**src/rtl/smr_defines.vh**
```
`ifndef SMR_DEFINES_VH
`define SMR_DEFINES_VH
`define SMR_ADDR_W 16
`define SMR_BA_W 3
`define SMR_SEL_BASE 3'h0
`define SMR_SEL_EXT1 3'h1
`define SMR_SEL_EXT2 3'h2
`define SMR_SEL_EXT3 3'h3
`define SMR_BL_LSB 0
`define SMR_BL_MSB 2
`define SMR_BL_4 3'h2
`define SMR_BL_8 3'h3
`define SMR_BT_BIT 3
`define SMR_CL_LSB 4
`define SMR_CL_MSB 6
`define SMR_TM_BIT 7
`define SMR_DLLRST_BIT 8
`define SMR_WR_LSB 9
`define SMR_WR_MSB 11
`define SMR_DLLDIS_BIT 0
`define SMR_HALF_BIT 1
`define SMR_RTT0_BIT 2
`define SMR_AL_LSB 3
`define SMR_AL_MSB 5
`define SMR_RTT1_BIT 6
`define SMR_CAL_LSB 7
`define SMR_CAL_MSB 9
`define SMR_NDQS_BIT 10
`define SMR_READ_STROBE_OUTPUT_BIT 11
`define SMR_HTREF_BIT 7
`define SMR_CAL_EXIT 3'h0
`define SMR_CAL_DRV1 3'h1
`define SMR_CAL_DRV0 3'h2
`define SMR_CAL_ADJ 3'h4
`define SMR_CAL_DFLT 3'h7
`define SMR_RESET_VAL 16'h0000
`endif

```
**src/rtl/smr_reg_file.v**
```verilog
`timescale 1ns/1ps
`include "smr_defines.vh"
// four load-only registers; read data registered
module smr_reg_file #(
    parameter WIDTH = 16,
    parameter DEPTH = 4
)
(
    input wire clock,
    input wire rst,
    input wire writeEn,
    input wire [1:0] writeSel,
    input wire [WIDTH-1:0] writeData,
    output reg [WIDTH*DEPTH-1:0] readAll,
    output reg [DEPTH-1:0] loaded
);
    genvar i;
    generate
        for (i = 0; i < DEPTH; i = i + 1)
        begin : entry
            always @(posedge clock)
            begin
                if (rst)
                begin
                    readAll[i*WIDTH +: WIDTH] <= `SMR_RESET_VAL;
                    loaded[i] <= 1'b0;
                end
                else if (writeEn && writeSel == i)
                begin
                    readAll[i*WIDTH +: WIDTH] <= writeData;
                    loaded[i] <= 1'b1;
                end
            end
        end
    endgenerate
endmodule

```
**src/rtl/smr_mode_regs.v**
```verilog
// Operation
// all four strobes and both low bank bits low load the base register
// strobes low, bank 01 loads extended one, bank 10 extended two
// controller loads registers only with all banks precharged and clock-enable high
// controller waits the register-load cycle time after each load
// controller rewrites every field whenever it reloads a register
// register loads and DLL reset leave array contents untouched
// controller must load all registers after power-up before use
// burst length from address bits 0-2, only 4 and 8
// bit 3 burst order, bits 4-6 CAS latency, no half-clock latency
// bit 7 test mode written low normally, bit 8 requests DLL reset
// bits 9-11 hold write recovery for auto-precharge
// controller programs write recovery as time over period rounded up
// controller drives bank bit 2 and address 13-15 to zero
// extended one: DLL, half drive, termination, latency, calibration, strobe disable
// DLL off in self refresh, back on at exit
// controller waits 200 cycles after DLL reset before reading
// extended two only bit 7 nonzero; extended three all zero
// each calibration command followed by calibration exit
// drive-high: data and true strobe high, complement low; drive-low inverted
// calibration code: 000 exit, 001 high, 010 low, 100 adjust, 111 default
// later extended-one loads carry 000 to keep calibration
// controller supplies adjust-mode data as a burst of four
// address captured into the selected register on the command edge; here captured two edges later, behind the two sync stages
`timescale 1ns/1ps
`include "smr_defines.vh"
module smr_mode_regs #(
    parameter DQ_W = 16,
    parameter STROBES = 2
)
(
    input wire clock,
    input wire rst,
    input wire chipSelN,
    input wire rowStrobeN,
    input wire colStrobeN,
    input wire writeEnN,
    input wire [`SMR_BA_W-1:0] bankSel,
    input wire [`SMR_ADDR_W-1:0] addr,
    input wire selfRefresh,
    output reg [2:0] burst_length,
    output reg burstInterleaved,
    output reg [2:0] casLatency,
    output reg burstLengthValid,
    output reg testMode,
    output reg dllResetPulse,
    output reg [2:0] writeRecovery,
    output reg dllEnabled,
    output reg halfDrive,
    output reg [1:0] die_termination,
    output reg [2:0] additive_latency,
    output reg strobeComplementOff,
    output reg read_strobe_output,
    output reg highTempRefresh,
    output reg [2:0] calMode,
    output reg [3:0] regsLoaded,
    output reg [DQ_W-1:0] driveDq,
    output reg [STROBES-1:0] driveDqs,
    output reg [STROBES-1:0] driveDqsN,
    output reg [STROBES-1:0] driveRdqs,
    output reg driveOe,
    output reg driveRdqsOe
);
    localparam CAL_IDLE = 2'h0;
    localparam CAL_DRIVE = 2'h1;
    localparam CAL_ADJUST = 2'h2;
    // pins are registered twice before decode; command pins and address stay aligned
    reg csS1, rasS1, casS1, weS1, csS2, rasS2, casS2, weS2;
    reg [`SMR_BA_W-1:0] baS1, baS2;
    reg [`SMR_ADDR_W-1:0] adS1, adS2;
    reg [1:0] calState;
    reg [1:0] next_calState;
    wire loadCmd;
    wire [1:0] loadSel;
    wire [4*`SMR_ADDR_W-1:0] regs;
    wire [3:0] loaded;
    wire [`SMR_ADDR_W-1:0] baseReg;
    wire [`SMR_ADDR_W-1:0] ext1Reg;
    wire [`SMR_ADDR_W-1:0] ext2Reg;
    wire [2:0] newCal;
    wire ext1Load;
    wire driveLevel;
    wire rdqsNext;
    always @(posedge clock)
    begin
        if (rst)
        begin
            {csS1, rasS1, casS1, weS1} <= 4'hf;
            {csS2, rasS2, casS2, weS2} <= 4'hf;
            baS1 <= 3'h0;
            baS2 <= 3'h0;
            adS1 <= 16'h0000;
            adS2 <= 16'h0000;
        end
        else
        begin
            {csS1, rasS1, casS1, weS1} <= {chipSelN, rowStrobeN, colStrobeN, writeEnN};
            {csS2, rasS2, casS2, weS2} <= {csS1, rasS1, casS1, weS1};
            baS1 <= bankSel;
            baS2 <= baS1;
            adS1 <= addr;
            adS2 <= adS1;
        end
    end
    // bank bit 2 is reserved and must be low; a load with it set is ignored
    assign loadCmd = ~csS2 & ~rasS2 & ~casS2 & ~weS2 & ~baS2[2]; // see R1 see R2
    assign loadSel = baS2[1:0]; // see R1
    // only the register set is touched; nothing here reaches the array
    smr_reg_file #(
        .WIDTH(`SMR_ADDR_W),
        .DEPTH(4)
    ) smr_reg_file_i (
        .clock(clock),
        .rst(rst),
        .writeEn(loadCmd),
        .writeSel(loadSel),
        .writeData(adS2),
        .readAll(regs),
        .loaded(loaded)
    );
    assign baseReg = regs[0 +: 16];
    assign ext1Reg = regs[16 +: 16];
    assign ext2Reg = regs[32 +: 16];
    assign ext1Load = loadCmd && baS2 == `SMR_SEL_EXT1;
    assign newCal = adS2[`SMR_CAL_MSB:`SMR_CAL_LSB];
    always @(posedge clock)
    begin
        if (rst)
        begin
            burst_length <= 3'h0;
            burstInterleaved <= 1'b0;
            casLatency <= 3'h0;
            burstLengthValid <= 1'b0;
            testMode <= 1'b0;
            writeRecovery <= 3'h0;
            dllEnabled <= 1'b0;
            halfDrive <= 1'b0;
            die_termination <= 2'h0;
            additive_latency <= 3'h0;
            strobeComplementOff <= 1'b0;
            read_strobe_output <= 1'b0;
            highTempRefresh <= 1'b0;
            regsLoaded <= 4'h0;
        end
        else
        begin
            burst_length <= baseReg[`SMR_BL_MSB:`SMR_BL_LSB];
            burstLengthValid <= baseReg[`SMR_BL_MSB:`SMR_BL_LSB] == `SMR_BL_4 ||
                baseReg[`SMR_BL_MSB:`SMR_BL_LSB] == `SMR_BL_8;
            burstInterleaved <= baseReg[`SMR_BT_BIT];
            casLatency <= baseReg[`SMR_CL_MSB:`SMR_CL_LSB];
            testMode <= baseReg[`SMR_TM_BIT];
            writeRecovery <= baseReg[`SMR_WR_MSB:`SMR_WR_LSB];
            // register bit low means enabled; self refresh forces it off
            dllEnabled <= loaded[1] & ~ext1Reg[`SMR_DLLDIS_BIT] & ~selfRefresh;
            halfDrive <= ext1Reg[`SMR_HALF_BIT];
            die_termination <= {ext1Reg[`SMR_RTT1_BIT], ext1Reg[`SMR_RTT0_BIT]};
            additive_latency <= ext1Reg[`SMR_AL_MSB:`SMR_AL_LSB];
            strobeComplementOff <= ext1Reg[`SMR_NDQS_BIT];
            read_strobe_output <= ext1Reg[`SMR_READ_STROBE_OUTPUT_BIT];
            highTempRefresh <= ext2Reg[`SMR_HTREF_BIT];
            regsLoaded <= loaded;
        end
    end
    // dll reset is an event, not a level: one pulse per base load with bit 8 set
    always @(posedge clock)
    begin
        if (rst)
            dllResetPulse <= 1'b0;
        else
            dllResetPulse <= loadCmd && baS2 == `SMR_SEL_BASE && adS2[`SMR_DLLRST_BIT];
    end
    // calibration field: code 000 keeps the current setting and leaves any mode
    always @*
    begin
        next_calState = calState;
        if (ext1Load)
        begin
            case (newCal)
                `SMR_CAL_DRV1: next_calState = CAL_DRIVE;
                `SMR_CAL_DRV0: next_calState = CAL_DRIVE;
                `SMR_CAL_ADJ: next_calState = CAL_ADJUST;
                default: next_calState = CAL_IDLE;
            endcase
        end
    end
    always @(posedge clock)
    begin
        if (rst)
        begin
            calState <= CAL_IDLE;
            calMode <= `SMR_CAL_EXIT;
        end
        else
        begin
            calState <= next_calState;
            if (ext1Load)
                calMode <= newCal;
        end
    end
    // adjust-mode burst data is handled by the data path, not here
    // use the incoming code so levels and enables switch on the same edge
    assign driveLevel = ext1Load ? (newCal == `SMR_CAL_DRV1) : (calMode == `SMR_CAL_DRV1);
    assign rdqsNext = ext1Load ? adS2[`SMR_READ_STROBE_OUTPUT_BIT] : read_strobe_output;
    always @(posedge clock)
    begin
        if (rst)
        begin
            driveDq <= {DQ_W{1'b0}};
            driveDqs <= {STROBES{1'b0}};
            driveDqsN <= {STROBES{1'b0}};
            driveRdqs <= {STROBES{1'b0}};
            driveOe <= 1'b0;
            driveRdqsOe <= 1'b0;
        end
        else
        begin
            driveDq <= {DQ_W{driveLevel}};
            driveDqs <= {STROBES{driveLevel}};
            driveDqsN <= {STROBES{~driveLevel}};
            driveRdqs <= {STROBES{driveLevel}};
            driveOe <= (next_calState == CAL_DRIVE);
            driveRdqsOe <= (next_calState == CAL_DRIVE) & rdqsNext;
        end
    end
endmodule

```
**config.mk**
```make
export PLATFORM = sky130hd
export DESIGN_NAME = smr_mode_regs
export DESIGN_NICKNAME = d
export VERILOG_FILES = /design/src/rtl/smr_reg_file.v /design/src/rtl/smr_mode_regs.v
export VERILOG_INCLUDE_DIRS = /design/src /design/src/rtl
export SDC_FILE = /design/constraint.sdc
export NUM_CORES = 1
export LEC_CHECK = 0
export BUFFER_PORTS_ARGS = -buffer_cell sky130_fd_sc_hd__buf_2
export CELL_PAD_IN_SITES_DETAIL_PLACEMENT = 0
export CELL_PAD_IN_SITES_GLOBAL_PLACEMENT = 1
export CORE_ASPECT_RATIO = 1.2
export CORE_MARGIN = 2
export CORE_UTILIZATION = 45
export CTS_BUF_LIST = sky130_fd_sc_hd__clkbuf_8
export CTS_CLUSTER_SIZE = 12
export DETAILED_ROUTE_END_ITERATION = 8
export PLACE_DENSITY = 0.82
export REMOVE_ABC_BUFFERS = 1
export SLEW_MARGIN = 20
export SYNTH_ARGS = -nofsm -noshare
export SYNTH_HDL_FRONTEND = slang
export SYNTH_SLANG_ARGS = --single-unit
```
**constraint.sdc**
```tcl
create_clock -name clock -period 4.7 [get_ports clock]
set_input_delay 0.705 -clock clock [delete_from_list [all_inputs] [get_ports clock]]
set_output_delay 0.705 -clock clock [all_outputs]
set_load 0.05 [all_outputs]
```
; ---- Word level (Yosys, flattened, before mapping)
; Cells that the tools add are included.
[op_classes]
n_eq_ne = 11
n_mux = 4
reduce_logical = 11
bitwise_logic = 15
[ops]
columns = cell, count
row1 = $eq 3x1->1 const B, 3
row2 = $eq 3x2->1 const B, 3
row3 = $not 1->1, 8
row4 = $and 1x1->1, 7
row5 = $logic_and 1x1->1, 7
row6 = $eq 2x1->1 const B, 2
row7 = $eq 2x2->1 const B, 2
row8 = $pmux 2 s2, 1
row9 = $eq 3x3->1 const B, 1
row10 = $logic_not 3->1, 1
row11 = $logic_not 2->1, 1
row12 = $mux 1, 2
row13 = $mux 2, 1
row14 = $reduce_or 2->1, 1
row15 = $logic_or 1x1->1, 1
[totals]
reg_bits = 111
output_inout_bits = 54
inputBits = 26
word_cells = 82

; ---- Longest topological paths before layout
; Gate-level depths: netlist of run 1.
[logic_depth]
word_depth = 9
mapped_depth = 6
depth_no_buf = 3

; ---- Cells and area by module
; A second synthesis of run 1 with hierarchy kept.
[hier_totals]
cells_unflattened = 462
area_unflattened_um2 = 5196.2
[modules_own_cells]
columns = mod, seq_area_each_um2, instances, area_each_um2, cells_each
row1 = smr_reg_file, 1361.3, 1, 2672.6, 243
row2 = smr_mode_regs, 1641.6, 1, 2523.7, 219

; ---- Least setup slack after synthesis of run 1
; Ideal clock, no wire load.
[synth_path]
path_type = register to output
startpoint = register, netlist name driveRdqs[0]
endpoint = output driveDq[10]
required_ns = 3.995
n_path_buf = 1
t_arrival_ns = 1.230
stages_incl_launch_ff = 2
setup_slack_ns = 2.765
path_cell_list = dfxtp_1 buf_4
[synth_lines]
columns = item, line_no
row1 = to (decl), smr_mode_regs.v:57  ; output reg [DQ_W-1:0] driveDq,

; ---- Final worst setup path of run 1
[layout_path]
startpoint = register baS2[1]
endpoint = register smr_reg_file_i.readAll[3]
[layout_via]
elab_chain_cells = 2
[layout_lines]
columns = item, line_no
row1 = from (decl), smr_mode_regs.v:69  ; reg [`SMR_BA_W-1:0] baS1, baS2;
row2 = from (signal assigned), smr_mode_regs.v:100  ; baS2 <= baS1;
row3 = $logic_not 2->1, smr_reg_file.v:28  ; else if (writeEn && writeSel == i)
row4 = $logic_and 1x1->1, smr_reg_file.v:28
row5 = "to (signal, indexed assignment)", smr_reg_file.v:25  ; readAll[i*WIDTH +: WIDTH] <= `SMR_RESET_VAL;
row6 = "to (signal, indexed assignment)", smr_reg_file.v:30  ; readAll[i*WIDTH +: WIDTH] <= writeData;
row7 = to (decl), smr_reg_file.v:14  ; output reg [WIDTH*DEPTH-1:0] readAll,
; Every way passes these cells.
; A chain may end at the register's enable or synchronous reset.

==> results of run 1 <==
-- layout make-up --
cell class / instances / area (sq um) / share of cell area [%]
Multi-Input combinational cell: 147 / 1010 / 27.3
Sequential cell: 99 / 1980 / 53.5
Tap cell: 87 / 109 / 2.94
Inverter: 7 / 26.3 / 0.710
Clock inverter: 4 / 45.0 / 1.22
Timing Repair Buffer: 77 / 390 / 10.5
Clock buffer: 10 / 138 / 3.72
-- cell usage in the layout, fill, tap and decap left out, drive strengths merged, types with 2 or more instances in the layout --
| master | count |
|---|---|
| dfxtp | 99 |
| buf | 77 |
| nor2b | 57 |
| mux2 | 14 |
| clkbuf | 10 |
| a21oi | 9 |
| inv | 9 |
| nor2 | 9 |
| o21ai | 8 |
| or2 | 8 |
| nand3 | 7 |
| nand2b | 6 |
| nor3b | 4 |
| mux2i | 3 |
| nor3 | 3 |
| or4b | 2 |
| nand2 | 2 |
| nand4 | 2 |
-- power groups by stage --
| stage | registers, uW | logic, uW | clock network, uW |
|---|---|---|---|
| 2_1_floorplan | 881 | 15.9 | 0 |
| 3_3_place_gp | 879 | 39.9 | 0 |
| 4_1_cts | 860 | 40.5 | 523 |
| 6_report | 860 | 39.7 | 501 |
| 5_1_grt | 862 | 45.0 | 557 |
| 3_5_place_dp | 880 | 40.5 | 0 |
-- per-layer routing --
metal	share of wire [%]	global-route usage, %	wire (um)	up-vias
met5	0	0	0	-
met4	2.7	7.82	131	0
met3	4.0	3.92	191	10
met2	48	20.4	2320	35
met1	45	16.2	2150	858
li1	-	-	-	1015
-- through the flow --
stage / power (uW) / setup WS, ps
final: 1400 / 2510
after global routing: 1460 / 2370
after CTS: 1420 / 2480
after detailed placement: 920 / 2380
after global placement: 919 / 2410
after floorplan: 897 / -2710
-- kinds of logic after synthesis --
family | share of synthesized area (%)
flip-flops | 61.1
AND/OR/NAND/NOR | 20.9
XOR/XNOR | 0.270
buffers and inverters | 7.79
AO/OA/AOI/OAI | 4.13
multiplexers | 5.90
-- critical path: cells and delay by family (launching register included) --
| family | cells | cell delay, ps |
|---|---|---|
| flip-flops | 1 | 350 |
| AND/OR/NAND/NOR | 2 | 1330 |
| multiplexers | 1 | 400 |
-- path summary, 6_finish.rpt --
check | from | end | slack (ps) | cells past startpoint
worst max-delay path | baS2[1] | smr_reg_file_i.readAll[3] | 2510 | 3
worst min-delay path | casS1 | casS2 | 410 | 1
worst max register to register | baS2[1] | smr_reg_file_i.readAll[3] | 2510 | 3
worst min register to register | casS1 | casS2 | 410 | 1
-- sequential cells by signal, summed over array words and instances (netlist names), 4 cells and up --
name / count
adS1: 12
regsLoaded: 4
adS2: 12
smr_reg_file_i.readAll: 21
smr_reg_file_i.loaded: 4
==> flow_summary.ini, run 1 <==
[run_status]
status = complete, no violations

[detailed_routing]
vias = 1918
ant_nets = 0
via_per_inst = 4.45
drt-total-wl_um = 4790
drc = 0
drt-initial-drc-count = 63
first_pass_iters = 4
wl_per_cell_um = 11.1

[worst_setup_path]
crit_required_ps = 4940
worstSetupPathType = register to register
cp_slowest_stage_delay_ps = 750
start_kind = register
crit_chain = nor3_2 > and2_1 > mux2_2
critPathCaptureType = register
worstPathArrival_ps = 2420
cp_slowest_cell = nor3_2
path_max_fanout = 16

[synthesis]
synth_edf_count = 0
synth_common_cells = 99 x dfxtp_1, 57 x nor2b_1, 20 x buf_4
synth_top_area_cell = dfxtp_1
synthArstFlopShare_pct = 0
syn_avg_cell_area_sq_um = 11.3
postSynthCellCount = 288
yosysWarnings = 0
ys_ff_latch = 99
synth_seq_area_share_pct = 61.1
synth_flop_cell = dfxtp_1
syn_area_sq_um = 3250
yosysMostFrequentCell = dfxtp_1
yosysUniqueCellTypes = 36
yosys-top-cells-area = dfxtp_1 61%, nor2b_1 11%, buf_4 4.6%
synth_top_area_share_pct = 61.1

[finish]
fin_cells = 431
nets = 367
diodes = 0
stdcell_area_sq_um = 3700
fillers = 642
drive_gt1_share_pct = 33.7
area_growth_pct = 14.0
fin_util_pct = 53.7

[die]
dieHeight_um = 97.0
die_x_um = 81.5
die-area_sq_um = 7910
io_pins = 80
coreArea_sq_um = 6900
row_count = 33
initial_core_util_pct = 47.1

[placement]
place_congestion = 0.757
dp.cells = 417
place_area_sq_um = 3520
hpwl_um = 3160
port_buffers = 75

[clocking]
cts_resized = 0
cts_hold_buffers = 0
cts_buffer_depth = 2
clk_latency_ps = 340
cts_tree = built
cts_max_level = 3
cts_buffers = 9
cts_setup_buffers = 0
clk_transition_reported_paths_ps = 80
numClockSinks = 99
cts-root-buf = clkbuf_8

[timing]
fin_crit_sh_pct = 46.5
finalSetupTns_ps = 0
fmaxAchievable_mhz = 458
hold_slack_ps = 409
finalHoldViolCount = 0
skew_ps = 7.12
relSlewSlack_pct = 40.0
rsz0062_at_grt = false
finalSetupViolCount = 0
worstMarginPinSlew_ps = 895
fin_crit_ps = 2190
slew_violations = 0

[global_routing]
antenna_found_initial = 0
grt_pass1_vias = 1742
grt_pass1_wl_um = 7980
overflow = 0
globalRouteTotalUtil_pct = 13.3
grt_max_degree = 53

[pwr]
p_comb_share_pct = 2.8
sw_frac_of_total_pct = 19.8
cell_internal_pwr_uw = 1120
seqPwrFrac_pct = 61.4
peakVddDrop_uv = 164
power_density_nw_per_um2 = 378
power_frac_clock_pct = 35.8
p_switching_uw = 277
p_leak_uw = 0.00169

[worst_hold_path]
hold_class = register to register

[job]
maxCapViolations = 0
Power figures use the tool's default switching activity.
==> run 2: changes to the inputs <==
ABC_AREA = 1   (was default)
CORE_UTILIZATION = 37   (was 45)
PLACE_DENSITY = 0.75   (was 0.82)
clock period = 1.9 ns   (was 4.7 ns; I/O delays follow)
==> run 2 against run 1 <==
Clock-buffer cell count increased by 1. First-iteration DRC count unchanged. Synthesized cell count increased by 23%. Global-route usage decreased by 1.6 points. Sequential power increased by 150%. Worst setup slack got worse by 2200 ps. Clock skew increased by 2.2 ps. Sequential share of layout area decreased by 1.5 points. Synthesized area decreased by 0.73%. Critical path type unchanged. Critical endpoint is now smr_reg_file_i.readAll[1]. Largest cell class unchanged.
==> flow_summary.ini, run 2 <==
[run_status]
status = complete, no violations

[worst_setup_path]
worstSetupPathType = register to register
worst-path-buf-inv = 1
cp_slowest_stage_delay_ps = 320
crit_family = simple AND/OR/NAND/NOR gates
cp_slowest_cell = dfxtp_1
critPathCaptureType = register
start_kind = register
crit_chain = nor2_2 > nand2_2 > nor2_4 > nand2_2 > clkinv_2 > nand2_1 > nor2_2 > a21oi_2
crit_required_ps = 2140
r2r_slack_ps = 310
path_max_fanout = 11
worstPathArrival_ps = 1830

[timing]
skew_ps = 9.28
finalSetupTns_ps = 0
slew_violations = 0
layout_setup_ws_ps = 308
fmaxAchievable_mhz = 628
relSlewSlack_pct = 62.7
fin_crit_ps = 1590
hold_slack_ps = 80.7
worstMarginPinSlew_ps = 558
finalHoldViolCount = 0
rsz0062_at_grt = false
fin_crit_sh_pct = 83.8
finalSetupViolCount = 0

[clocking]
cts_tree = built
clk_transition_reported_paths_ps = 90
cts_buffers = 9
cts-root-buf = clkbuf_8
cts_max_level = 3
numClockSinks = 99
cts_setup_buffers = 0
clk_latency_ps = 350
cts_resized = 0
cts_hold_buffers = 0
cts_buffer_depth = 2

[global_routing]
overflow = 0
globalRouteTotalUtil_pct = 11.8
grt_pass1_wl_um = 8400
grt_pass1_vias = 1945
antenna_found_initial = 0
grt_max_degree = 65

[detailed_routing]
vias = 2140
drt-initial-drc-count = 63
first_pass_iters = 4
drc = 0
via_per_inst = 4.01
drt-total-wl_um = 5090
wl_per_cell_um = 9.52
ant_nets = 0

[synthesis]
synth_seq_area_share_pct = 61.5
yosysWarnings = 0
synth_common_cells = 99 x dfxtp_1, 65 x inv_1, 56 x nor2_1
synth_top_area_share_pct = 61.5
synth_flop_cell = dfxtp_1
synthArstFlopShare_pct = 0
synth_edf_count = 0
yosys-top-cells-area = dfxtp_1 62%, inv_1 7.6%, nor2_1 6.5%
syn_avg_cell_area_sq_um = 9.08
syn_area_sq_um = 3220
yosysMostFrequentCell = dfxtp_1
postSynthCellCount = 355
yosysUniqueCellTypes = 25
ys_ff_latch = 99
synth_top_area_cell = dfxtp_1

[finish]
layout_commonest_cell = dfxtp_1
max_flop_register = smr_reg_file_i.readAll
diodes = 0
area_growth_pct = 18.1
layout_common_cells = 99 x dfxtp_1, 75 x buf_2, 65 x inv_1, 56 x nor2_1, 22 x nand2_1
nets = 438
drive_gt1_share_pct = 31.4
stdcell_area_sq_um = 3800
top_regs = smr_reg_file_i.readAll x21, adS1 x12, adS2 x12
largest_reg_flops = 21

[die]
die-area_sq_um = 9470
die_x_um = 89.2
coreArea_sq_um = 8520
initial_core_util_pct = 37.8
io_pins = 80
row_count = 37
dieHeight_um = 106

[worst_hold_path]
hold_class = primary input to register

[job]
maxCapViolations = 0

[pwr]
p_leak_uw = 0.00190
peakVddDrop_uv = 384
p_switching_uw = 774
sw_frac_of_total_pct = 20.6
power_frac_clock_pct = 40.3
seqPwrFrac_pct = 56.7
total_power_uw = 3750
p_comb_share_pct = 3.0
power_density_nw_per_um2 = 986
cell_internal_pwr_uw = 2980

[placement]
hpwl_um = 3440
port_buffers = 75
place_area_sq_um = 3570
place_congestion = 0.689
dpl_worst_slack_ps = 301
run 2: changes by cell type after synthesis, sizes merged, moves of 3 or more:
cell,delta
mux2,-14
inv,+61
nor2b,-57
buf,-3
a21oi,+17
nand2b,-6
o21ai,+4
nor3b,-4
nand3,+4
nor2,+59
mux2i,-3
nand2,+22
run 2: power groups by stage:
| stage | combinational [uW] | clock [uW] | sequential (uW) |
|---|---|---|---|
| detailed placement | 115 | 0 | 2180 |
| CTS | 115 | 1560 | 2130 |
| global placement | 113 | 0 | 2180 |
| finish | 112 | 1510 | 2130 |
| global route | 130 | 1630 | 2130 |
| floorplan | 47.6 | 0 | 2180 |
run 2: cell type report:
cell class	instances	area, sq um
Fill cell	882	4710
Sequential cell	99	1980
Multi-Input combinational cell	154	764
Timing Repair Buffer	79	418
Inverter	69	260
Clock buffer	11	151
Tap cell	117	146
Clock inverter	5	82.6
run 2: path summary, 6_finish.rpt:
path               start                   endpoint  cells after the start
max              baS2[2]  smr_reg_file_i.readAll[1]                      8
min          selfRefresh                 dllEnabled                      2
max reg2reg      baS2[2]  smr_reg_file_i.readAll[1]                      8
min reg2reg      adS1[6]                    adS2[6]                      2
run 2: logic make-up after synthesis:
kind of cell / count (synthesis) / share of synthesized area, %
compound gates: 38 / 6.84
buf+inv: 102 / 14.8
flops: 99 / 61.5
simple gates: 116 / 16.9
run 2: metal layers:
layer / vias up / GRT usage, % / wire length, um
met5: - / 0 / 0
met4: 0 / 5.44 / 93
met3: 7 / 4.27 / 295
met2: 57 / 20.1 / 2530
met1: 933 / 12.7 / 2170
li1: 1143 / - / -
run 2: stage by stage:
stage	utilization (%)	std cells
4_1_cts	44.7	534
3_3_place_gp	41.9	518
5_1_grt	44.7	534
2_1_floorplan	-	322
6_report	44.7	534
3_5_place_dp	41.9	518
